**config.mk**
```make
export PLATFORM = sky130hd
export DESIGN_NAME = ufec_top
export DESIGN_NICKNAME = d
export VERILOG_FILES = /design/src/hw/ufec_pkg.sv /design/src/hw/ufec_top.sv /design/src/hw/ufec_sync.sv /design/src/hw/ufec_sticky.sv
export VERILOG_INCLUDE_DIRS = /design/src /design/src/hw
export SDC_FILE = /design/constraint.sdc
export NUM_CORES = 1
export LEC_CHECK = 0
export ABC_AREA = 1
export BUFFER_PORTS_ARGS = -buffer_cell sky130_fd_sc_hd__buf_4
export CAP_MARGIN = 20
export CORE_MARGIN = 5
export CORE_UTILIZATION = 55
export CTS_BUF_LIST = sky130_fd_sc_hd__clkbuf_16
export DETAILED_ROUTE_END_ITERATION = 8
export GPL_TIMING_DRIVEN = 1
export PLACE_DENSITY = 0.85
export SYNTH_ARGS = -nofsm -noshare
export SYNTH_HDL_FRONTEND = slang
export SYNTH_HIERARCHICAL = 1
export SYNTH_SLANG_ARGS = --single-unit
```
**constraint.sdc**
```tcl
create_clock -name CLOCK_I -period 1.8 [get_ports CLOCK_I]
set_input_delay 0.36 -clock CLOCK_I [delete_from_list [all_inputs] [get_ports CLOCK_I]]
set_output_delay 0.36 -clock CLOCK_I [all_outputs]
set_load 0.02 [all_outputs]
```
**src/hw/ufec_regs.svh**
```systemverilog
// Register offsets, field positions, reset values and mode codes of the
// serial channel control block. Assumes 10-bit register indexes.
`ifndef UFEC_REGS_SVH
`define UFEC_REGS_SVH
// ==========================================================
// Register indexes
`define UFEC_OFS_RUN 10'h000
`define UFEC_OFS_PACING 10'h006
`define UFEC_OFS_RESUME 10'h007
`define UFEC_OFS_PAUSE 10'h008
`define UFEC_OFS_FAULT 10'h009
// ==========================================================
// Field positions
`define UFEC_BIT_TXEN 0
`define UFEC_BIT_RXEN 1
`define UFEC_BIT_HDX 3
`define UFEC_BIT_BRK_NOW 7
`define UFEC_BIT_OVR 6
`define UFEC_BIT_PAR 5
`define UFEC_BIT_FRM 4
`define UFEC_BIT_BRK 3
// ==========================================================
// Reset values and codes
`define UFEC_RST_RESUME 8'h11
`define UFEC_RST_PAUSE 8'h13
`define UFEC_MODE_NONE 3'h0
`define UFEC_MODE_HW 3'h1
`define UFEC_MODE_SW 3'h2
`define UFEC_MODE_MD_RX 3'h3
`define UFEC_MODE_MD_RXTX 3'h4
`define UFEC_PINF_RTSCTS 3'h1
`endif

```
**src/hw/ufec_pkg.sv**
```systemverilog
// State types of the serial channel control block.
// Assumes nothing beyond a SystemVerilog compiler.
package ufec_pkg;
  // ==========================================================
  // Control state of the top module
  typedef struct packed {
    logic rx_on;
    logic tx_on;
    logic half_dup;
    logic [2:0] mode;
    logic [7:0] resume;
    logic [7:0] pause;
    logic tx_held;
    logic matched;
    logic brk_prev;
    logic [15:0] rdata;
    logic rack;
    logic rx_keep;
    logic tx_permit;
    logic rts_n;
  } ufec_ctl_t;
  // Three-stage pin synchroniser
  typedef struct packed {
    logic s1;
    logic s2;
    logic s3;
    logic level;
  } ufec_sync_t;
  // One sticky flag
  typedef struct packed {
    logic flag;
  } ufec_flag_t;
endpackage

```
**src/hw/ufec_top.sv**
```systemverilog
// Control and status logic of one serial channel: enables, duplex and
// pacing modes, pause/resume symbols, address matching, fault flags.
// Assumes the receiver and transmitter sit on the same clock and that
// registers are reached by vendor register write and read requests.
// Function
// - Bit1 enables receiver, bit0 transmitter, reset off
// - Half duplex drops receive data while sending
// - Code 000 none, 001 hardware handshake
// - Code 010 received symbols gate transmitter
// - Code 011 receive only after address match
// - Code 100 both directions need address match
// - Resume symbol restarts transmitter, resets 0x11
// - Pause symbol stops transmitter, resets 0x13
// - Compare low eight bits, ninth bit zero
// - Resume unicast, pause multicast address
// - Fault flags accumulate, read clears them
// - Bit7 shows present break, read-only
// - Bit6 overrun when buffer full
// - Bit5 parity error, clears on read
// - Bit4 missing stop bit, clears on read
// - Bit3 break seen since read
// - Pin function 001 with code 001 gives request/clear handshake
`timescale 1ns/1ps
`include "ufec_regs.svh"
module ufec_top import ufec_pkg::*;
(
  // Clock and reset
  input wire logic CLOCK_I,
  input wire logic NRST_I,
  // Register requests
  input wire logic REG_WR_I,
  input wire logic REG_RD_I,
  input wire logic [9:0] REG_ADDR_I,
  input wire logic [15:0] REG_WDATA_I,
  output logic [15:0] REG_RDATA_O,
  output logic REG_RACK_O,
  // Receiver side
  input wire logic RX_VALID_I,
  input wire logic [8:0] RX_CHAR_I,
  input wire logic RX_FULL_I,
  input wire logic PARITY_ERR_I,
  input wire logic FRAME_ERR_I,
  input wire logic BRK_LINE_I,
  output logic RX_ENABLE_O,
  output logic RX_KEEP_O,
  // Transmitter side
  input wire logic TX_BUSY_I,
  output logic TX_ENABLE_O,
  output logic TX_PERMIT_O,
  // Handshake pins
  input wire logic [2:0] PIN_FUNC_I,
  input wire logic CTS_N_I,
  output logic RTS_N_O
);
  ufec_ctl_t s;
  ufec_ctl_t next_s;
  logic cts_n;
  logic seen;
  logic want;
  logic ovr_set;
  logic brk_rise;
  logic fault_rd;
  logic hw_pins;
  logic ovr_f;
  logic par_f;
  logic frm_f;
  logic brk_f;
  // ==========================================================
  // Pin synchroniser and fault flags
  ufec_sync #(.RST_VAL(1'b1)) u_cts (
    .clk_i(CLOCK_I),
    .rst_n_i(NRST_I),
    .pin_i(CTS_N_I),
    .level_o(cts_n)
  );
  ufec_sticky u_ovr (
    .clk_i(CLOCK_I),
    .rst_n_i(NRST_I),
    .set_i(ovr_set),
    .clr_i(fault_rd),
    .flag_o(ovr_f)
  );
  ufec_sticky u_par (
    .clk_i(CLOCK_I),
    .rst_n_i(NRST_I),
    .set_i(PARITY_ERR_I),
    .clr_i(fault_rd),
    .flag_o(par_f)
  );
  ufec_sticky u_frm (
    .clk_i(CLOCK_I),
    .rst_n_i(NRST_I),
    .set_i(FRAME_ERR_I),
    .clr_i(fault_rd),
    .flag_o(frm_f)
  );
  ufec_sticky u_brk (
    .clk_i(CLOCK_I),
    .rst_n_i(NRST_I),
    .set_i(brk_rise),
    .clr_i(fault_rd),
    .flag_o(brk_f)
  );
  // ==========================================================
  // Event terms
  // half duplex discard
  assign seen = RX_VALID_I & s.rx_on & ~(s.half_dup & TX_BUSY_I);
  assign fault_rd = REG_RD_I & (REG_ADDR_I == `UFEC_OFS_FAULT);
  assign brk_rise = BRK_LINE_I & ~s.brk_prev;
  assign ovr_set = want & RX_FULL_I;
  assign hw_pins = (s.mode == `UFEC_MODE_HW) & (PIN_FUNC_I == `UFEC_PINF_RTSCTS);
  // ==========================================================
  // Next state
  always_comb
  begin
    next_s = s;
    next_s.rack = 1'b0;
    next_s.rx_keep = 1'b0;
    next_s.brk_prev = BRK_LINE_I;
    want = 1'b0;
    // Writes keep only implemented bits, so reserved bits read zero
    if (REG_WR_I)
    begin
      case (REG_ADDR_I)
        `UFEC_OFS_RUN:
        begin
          next_s.rx_on = REG_WDATA_I[`UFEC_BIT_RXEN];
          next_s.tx_on = REG_WDATA_I[`UFEC_BIT_TXEN];
        end
        `UFEC_OFS_PACING:
        begin
          next_s.half_dup = REG_WDATA_I[`UFEC_BIT_HDX];
          next_s.mode = REG_WDATA_I[2:0];
        end
        `UFEC_OFS_RESUME: next_s.resume = REG_WDATA_I[7:0];
        `UFEC_OFS_PAUSE: next_s.pause = REG_WDATA_I[7:0];
        default: next_s.rack = 1'b0;
      endcase
    end
    // Read answer, unmapped indexes read zero
    if (REG_RD_I)
    begin
      next_s.rack = 1'b1;
      case (REG_ADDR_I)
        `UFEC_OFS_RUN: next_s.rdata = {14'h0000, s.rx_on, s.tx_on};
        `UFEC_OFS_PACING: next_s.rdata = {12'h000, s.half_dup, s.mode};
        `UFEC_OFS_RESUME: next_s.rdata = {8'h00, s.resume};
        `UFEC_OFS_PAUSE: next_s.rdata = {8'h00, s.pause};
        `UFEC_OFS_FAULT: next_s.rdata = {8'h00, BRK_LINE_I, ovr_f, par_f, frm_f, brk_f, 3'h0};
        default: next_s.rdata = 16'h0000;
      endcase
    end
    // Received character handling
    if (seen)
    begin
      case (s.mode)
        `UFEC_MODE_SW:
        begin
          if (RX_CHAR_I == {1'b0, s.resume})
          begin
            next_s.tx_held = 1'b0;
          end
          else if (RX_CHAR_I == {1'b0, s.pause})
          begin
            next_s.tx_held = 1'b1;
          end
          else
          begin
            want = 1'b1;
          end
        end
        `UFEC_MODE_MD_RX, `UFEC_MODE_MD_RXTX:
        begin
          if (RX_CHAR_I[8])
          begin
            next_s.matched = (RX_CHAR_I[7:0] == s.resume) | (RX_CHAR_I[7:0] == s.pause);
          end
          else
          begin
            want = s.matched;
          end
        end
        // modes none and handshake pass data
        default: want = 1'b1;
      endcase
    end
    next_s.rx_keep = want & ~RX_FULL_I;
    // Pacing state is dropped once the channel is fully off
    if (!s.rx_on && !s.tx_on)
    begin
      next_s.tx_held = 1'b0;
      next_s.matched = 1'b0;
    end
    // Transmit gate follows the selected pacing mode
    case (s.mode)
      `UFEC_MODE_HW: next_s.tx_permit = s.tx_on & (~hw_pins | ~cts_n);
      `UFEC_MODE_SW: next_s.tx_permit = s.tx_on & ~s.tx_held;
      `UFEC_MODE_MD_RXTX: next_s.tx_permit = s.tx_on & s.matched;
      default: next_s.tx_permit = s.tx_on;
    endcase
    next_s.rts_n = ~(hw_pins & s.rx_on & ~RX_FULL_I);
  end
  // ==========================================================
  // State register
  always_ff @(posedge CLOCK_I)
  begin
    if (!NRST_I)
    begin
      s <= '0;
      s.resume <= `UFEC_RST_RESUME;
      s.pause <= `UFEC_RST_PAUSE;
      s.rts_n <= 1'b1;
    end
    else
    begin
      s <= next_s;
    end
  end
  // Outputs straight from the state register
  assign REG_RDATA_O = s.rdata;
  assign REG_RACK_O = s.rack;
  assign RX_ENABLE_O = s.rx_on;
  assign RX_KEEP_O = s.rx_keep;
  assign TX_ENABLE_O = s.tx_on;
  assign TX_PERMIT_O = s.tx_permit;
  assign RTS_N_O = s.rts_n;
endmodule

```
**src/hw/ufec_sync.sv**
```systemverilog
// Three flip-flop synchroniser for a pin input.
// Assumes the pin is asynchronous to clk_i.
`timescale 1ns/1ps
module ufec_sync import ufec_pkg::*;
#(
  parameter logic RST_VAL = 1'b1
)
(
  // Clock and reset
  input wire logic clk_i,
  input wire logic rst_n_i,
  // Pin and clean level
  input wire logic pin_i,
  output logic level_o
);
  ufec_sync_t s;
  ufec_sync_t next_s;
  // ==========================================================
  // The level only moves once stages two and three agree
  always_comb
  begin
    next_s = s;
    next_s.s1 = pin_i;
    next_s.s2 = s.s1;
    next_s.s3 = s.s2;
    if (s.s2 == s.s3)
    begin
      next_s.level = s.s3;
    end
  end
  // State register
  always_ff @(posedge clk_i)
  begin
    if (!rst_n_i)
    begin
      s <= {4{RST_VAL}};
    end
    else
    begin
      s <= next_s;
    end
  end
  assign level_o = s.level;
endmodule

```
**src/hw/ufec_sticky.sv**
```systemverilog
// One read-to-clear fault flag; a set in the clearing cycle wins.
// Assumes set_i and clr_i are single-cycle pulses on clk_i.
`timescale 1ns/1ps
module ufec_sticky import ufec_pkg::*;
(
  // Clock and reset
  input wire logic clk_i,
  input wire logic rst_n_i,
  // Event and clear
  input wire logic set_i,
  input wire logic clr_i,
  output logic flag_o
);
  ufec_flag_t s;
  ufec_flag_t next_s;
  // ==========================================================
  // set beats clear
  always_comb
  begin
    next_s = s;
    next_s.flag = set_i | (s.flag & ~clr_i);
  end
  // State register
  always_ff @(posedge clk_i)
  begin
    if (!rst_n_i)
    begin
      s <= '0;
    end
    else
    begin
      s <= next_s;
    end
  end
  assign flag_o = s.flag;
endmodule

```
==> impl_metrics.prom <==
# TYPE chip_impl_metric gauge
chip_impl_metric{name="cts.sink_count",unit=""} 45
chip_impl_metric{name="worst_slack",unit="ns"} 0.3678
chip_impl_info{name="path_common_cell",value="nand2_1"} 1
chip_impl_metric{name="clk_pin_slew_worst_paths",unit="ns"} 0.06
chip_impl_info{name="crit_path_start_kind",value="register"} 1
chip_impl_metric{name="postSynth.asyncResetShare",unit=""} 0
chip_impl_info{name="hold_path.startpoint",value="CTS_N_I"} 1
chip_impl_metric{name="synth.yosys.seq_area_share",unit=""} 0.3734
chip_impl_metric{name="final_hold_viol_count",unit=""} 0
chip_impl_metric{name="drt_drc_violations_left",unit=""} 0
chip_impl_info{name="crit-reg2reg-capture",value="u_ovr/flag_o$_SDFF_PN0_"} 1
chip_impl_metric{name="min_period_over_period",unit=""} 0.7957
chip_impl_metric{name="multiInputGateArea",unit="mm²"} 0.001171
chip_impl_info{name="clk_root_buffer_cell",value="clkbuf_16"} 1
chip_impl_info{name="setup_repair_after_global_routing_missed_its_margin",value="false"} 1
chip_impl_metric{name="area_of_the_placeable_core",unit="mm²"} 0.004294
chip_impl_metric{name="post_cts_hold_buffer_count",unit=""} 0
chip_impl_metric{name="clock_tree.htree_level_count",unit=""} 2
chip_impl_metric{name="slew_violations",unit=""} 0
chip_impl_metric{name="detailedPlace.worstSlack",unit="ns"} 0.1619
chip_impl_metric{name="final-seq-area",unit="µm²"} 900.9
chip_impl_metric{name="die-area",unit="mm²"} 0.005810
chip_impl_metric{name="final_cell_area",unit="mm²"} 0.002952
chip_impl_metric{name="synthesis.area",unit="mm²"} 0.002412
chip_impl_metric{name="worst_hold_path.num_cells",unit=""} 3
chip_impl_metric{name="avgViaCountPerCell",unit=""} 5.204
chip_impl_metric{name="synth_edf_count",unit=""} 0
chip_impl_metric{name="number_of_nets_with_antenna_violations_after_routing",unit=""} 0
chip_impl_metric{name="arrival",unit="ns"} 1.62
chip_impl_metric{name="width_of_the_chip",unit="µm"} 76.23
chip_impl_metric{name="dpl_wire_length",unit="mm"} 4.588
chip_impl_metric{name="drive_gt1_frac",unit=""} 0.2181
chip_impl_metric{name="flow.area_growth_from_synthesis",unit="%"} 22.35
chip_impl_metric{name="synth.avg_cell_area",unit="µm²"} 6.776
chip_impl_metric{name="synth-warning-count",unit=""} 6
chip_impl_metric{name="detailed_place.area",unit="mm²"} 0.002789
chip_impl_metric{name="path_buf_inv",unit=""} 2
chip_impl_metric{name="cts_max_path_buffers",unit=""} 2
chip_impl_info{name="synth_largest_area_cell",value="dfxtp_1"} 1
chip_impl_info{name="setup.worst_path.end_class",value="register"} 1
chip_impl_info{name="regToRegStartpoint",value="s[27]$_SDFFE_PN1P_"} 1
chip_impl_metric{name="initial_core_util",unit=""} 0.5618
chip_impl_info{name="status",value="finished clean"} 1
chip_impl_metric{name="antenna_found_initial",unit=""} 0
chip_impl_metric{name="numCtsBuffers",unit=""} 5
chip_impl_metric{name="layout.nets",unit=""} 456
chip_impl_metric{name="worstPathMaxFanout",unit=""} 3
chip_impl_metric{name="vias",unit=""} 2394
chip_impl_info{name="yosys_most_used_dff",value="dfxtp_1"} 1
chip_impl_metric{name="post_cts.resized_instances",unit=""} 0
chip_impl_metric{name="timing.clock.skew",unit="ns"} 0.004058
chip_impl_info{name="critical-path-top-delay-family",value="simple AND/OR/NAND/NOR gates"} 1
chip_impl_metric{name="timing.final.setup_violations",unit=""} 0
chip_impl_metric{name="worstSkewPairLatency",unit="ns"} 0.29
chip_impl_info{name="cts_tree",value="done"} 1
chip_impl_info{name="min_to",value="u_cts/next_s[2]$_SDFF_PN1_"} 1
chip_impl_metric{name="p_leak",unit="nW"} 1.371
chip_impl_metric{name="ff2ff_path_depth",unit=""} 12
chip_impl_metric{name="detailedRoute.firstIterationViolations",unit=""} 176
chip_impl_metric{name="dr.pass1.iters",unit=""} 6
chip_impl_metric{name="yosys_register_bits",unit=""} 45
chip_impl_metric{name="postSynthCellCount",unit=""} 356
chip_impl_info{name="crit_path_cell_trace",value="inv_1 > nand2_1 > nand2_1 > nand2_1 > nor2_1 > nand3_1 > nand2_1 > nand2_1 > nand2_1 > nor2_1 > inv_1 > a21oi_2"} 1
chip_impl_metric{name="floorplan.rows",unit=""} 24
chip_impl_metric{name="maxClockFrequency",unit="MHz"} 698.2
chip_impl_metric{name="io_buffers",unit=""} 54
chip_impl_metric{name="timing.final.crit_period",unit="ns"} 1.432
chip_impl_metric{name="vdd_drop_max",unit="V"} 0.0006007
chip_impl_info{name="path_class",value="register to register"} 1
chip_impl_metric{name="yosys.cell_types.count",unit=""} 29
chip_impl_metric{name="max-cap-violations",unit=""} 0
chip_impl_metric{name="cts.repair_timing.setup_buffer_count",unit=""} 0
chip_impl_info{name="synth_common_cells",value="85 x nand2_1, 51 x inv_1, 45 x dfxtp_1, 28 x a21oi_1, 26 x nand3_1"} 1
chip_impl_metric{name="slowest_delay",unit="ns"} 0.32
chip_impl_metric{name="globalRouteTotalUtil",unit=""} 0.2058
chip_impl_metric{name="vias_in_the_first_global_route",unit=""} 2207
chip_impl_metric{name="synth_top_cell_area_share",unit=""} 0.3734
chip_impl_metric{name="total_routed_wirelength",unit="mm"} 5.959
chip_impl_metric{name="grt_overflow",unit=""} 0
chip_impl_info{name="crit_path_top_delay_cell",value="dfxtp_1"} 1
chip_impl_metric{name="power",unit="mW"} 2.243
chip_impl_info{name="hp-class",value="primary input to register"} 1
chip_impl_metric{name="gp_congestion",unit=""} 0.8548
chip_impl_metric{name="insertedDiodeCount",unit=""} 0
chip_impl_metric{name="grt_max_degree",unit=""} 32
chip_impl_metric{name="power_density",unit="mW/mm²"} 760.0
chip_impl_metric{name="cp.required",unit="ns"} 1.98
chip_impl_metric{name="die_height",unit="µm"} 76.23
chip_impl_metric{name="r2r_slack",unit="ns"} 0.37
chip_impl_metric{name="n_fill_cell",unit=""} 393
chip_impl_metric{name="grt_pass1_wl",unit="mm"} 9.963
chip_impl_info{name="yosys-top-cells-area",value="dfxtp_1 37%, nand2_1 13%, inv_1 7.9%"} 1
chip_impl_metric{name="ios",unit=""} 71
chip_impl_info{name="synth_most_common_cell",value="nand2_1"} 1
chip_impl_metric{name="timing.setup.tns",unit="ns"} 0
chip_impl_metric{name="routedWlPerCell",unit="µm"} 12.95
## how the worst max path moves through the flow
stage | from | end | slack, ns | cells after the start
6_report | s[27]$_SDFFE_PN1P_ | u_ovr/flag_o$_SDFF_PN0_ | 0.37 | 12
5_1_grt | s[27]$_SDFFE_PN1P_ | u_ovr/flag_o$_SDFF_PN0_ | 0.18 | 12
4_1_cts | s[27]$_SDFFE_PN1P_ | u_ovr/flag_o$_SDFF_PN0_ | 0.37 | 12
3_5_place_dp | REG_ADDR_I[9] | s[33]$_SDFFE_PN0P_ | 0.16 | 8
3_3_place_gp | REG_ADDR_I[9] | s[36]$_SDFFE_PN0P_ | 0.25 | 8
2_1_floorplan | REG_ADDR_I[9] | s[37]$_SDFFE_PN0P_ | 0.48 | 8
## metal layers
metal	global-route usage	wire [µm]	vias up
li1	-	-	1205
met1	0.2414	2418	1060
met2	0.3587	2879	115
met3	0.05674	537	14
met4	0.06818	124	0
met5	0	0	-
## tightest hold or removal path: stages
cell,delay [ns]
buf_4,0.07
inv_1,0.03
nand2_1,0.04
## final cells by class
type	instances	share of cell area
clock buffers	5	0.04239
clock inverters	3	0.01272
inverters	59	0.07588
multi-input cells	239	0.3968
flip-flops and latches	45	0.3052
well taps	52	0.02204
repair buffers	57	0.1450
## metrics by stage
stage | cells | hold WS [ns] | util
global route | 460 | 0.2698 | 0.6874
global placement | 452 | 0.3858 | 0.6495
finish | 460 | 0.2474 | 0.6874
floorplan | 363 | 0.3795 | -
CTS | 460 | 0.2491 | 0.6874
detailed placement | 452 | 0.4023 | 0.6495
## cells in the final DEF, fill, tap and decap left out
cell       netlist  layout
o22ai_1          1       1
nand2_2          3       3
o211ai_1         3       3
bufinv_16        0       1
a21oi_1         28      28
nor2_1          22      22
nand4_1          5       5
clkinv_2         2       2
o211ai_2         1       1
buf_4           16      57
conb_1           1       8
o21ai_1          8       8
nand3_1         26      26
inv_2            5       5
a31oi_1          1       1
clkinv_1         1       2
nor3_1           5       5
nor2_2           5       5
a21oi_2          5       5
nand2_4          2       2
clkbuf_16        0       5
xnor2_1         11      11
o21ai_2          1       1
inv_1           51      52
o21ai_0         17      17
dfxtp_1         45      45
and2_4           1       1
nand2_1         85      85
nor3_2           1       1
## cell families (layout without fill, tap and decap cells)
logic type	count (synthesis)	count (layout)	share of synthesized area
AO/OA/AOI/OAI	65	65	0.1515
XOR/XNOR	11	11	0.03994
AND/OR/NAND/NOR	155	155	0.2816
buffers and inverters	79	124	0.1520
other	1	8	0.001555
flip-flops	45	45	0.3734
## state kept, by name (all words and copies together), names as in the netlist
name           cells
s                 23
REG_RDATA_O        8
u_cts/next_s       2
REG_RACK_O         1
RTS_N_O            1
RX_ENABLE_O        1
RX_KEEP_O          1
TX_ENABLE_O        1
TX_PERMIT_O        1
u_brk/flag_o       1
u_cts/level_o      1
u_cts/s            1
u_frm/flag_o       1
u_ovr/flag_o       1
u_par/flag_o       1
## power by group
group          total (mW)  internal [mW]  switching (mW)
clock                1.02          0.645           0.378
combinational       0.209         0.0926           0.116
sequential           1.01           1.01         0.00516
total                2.24           1.74           0.499
Note: power is estimated with default switching activity, not from simulation.
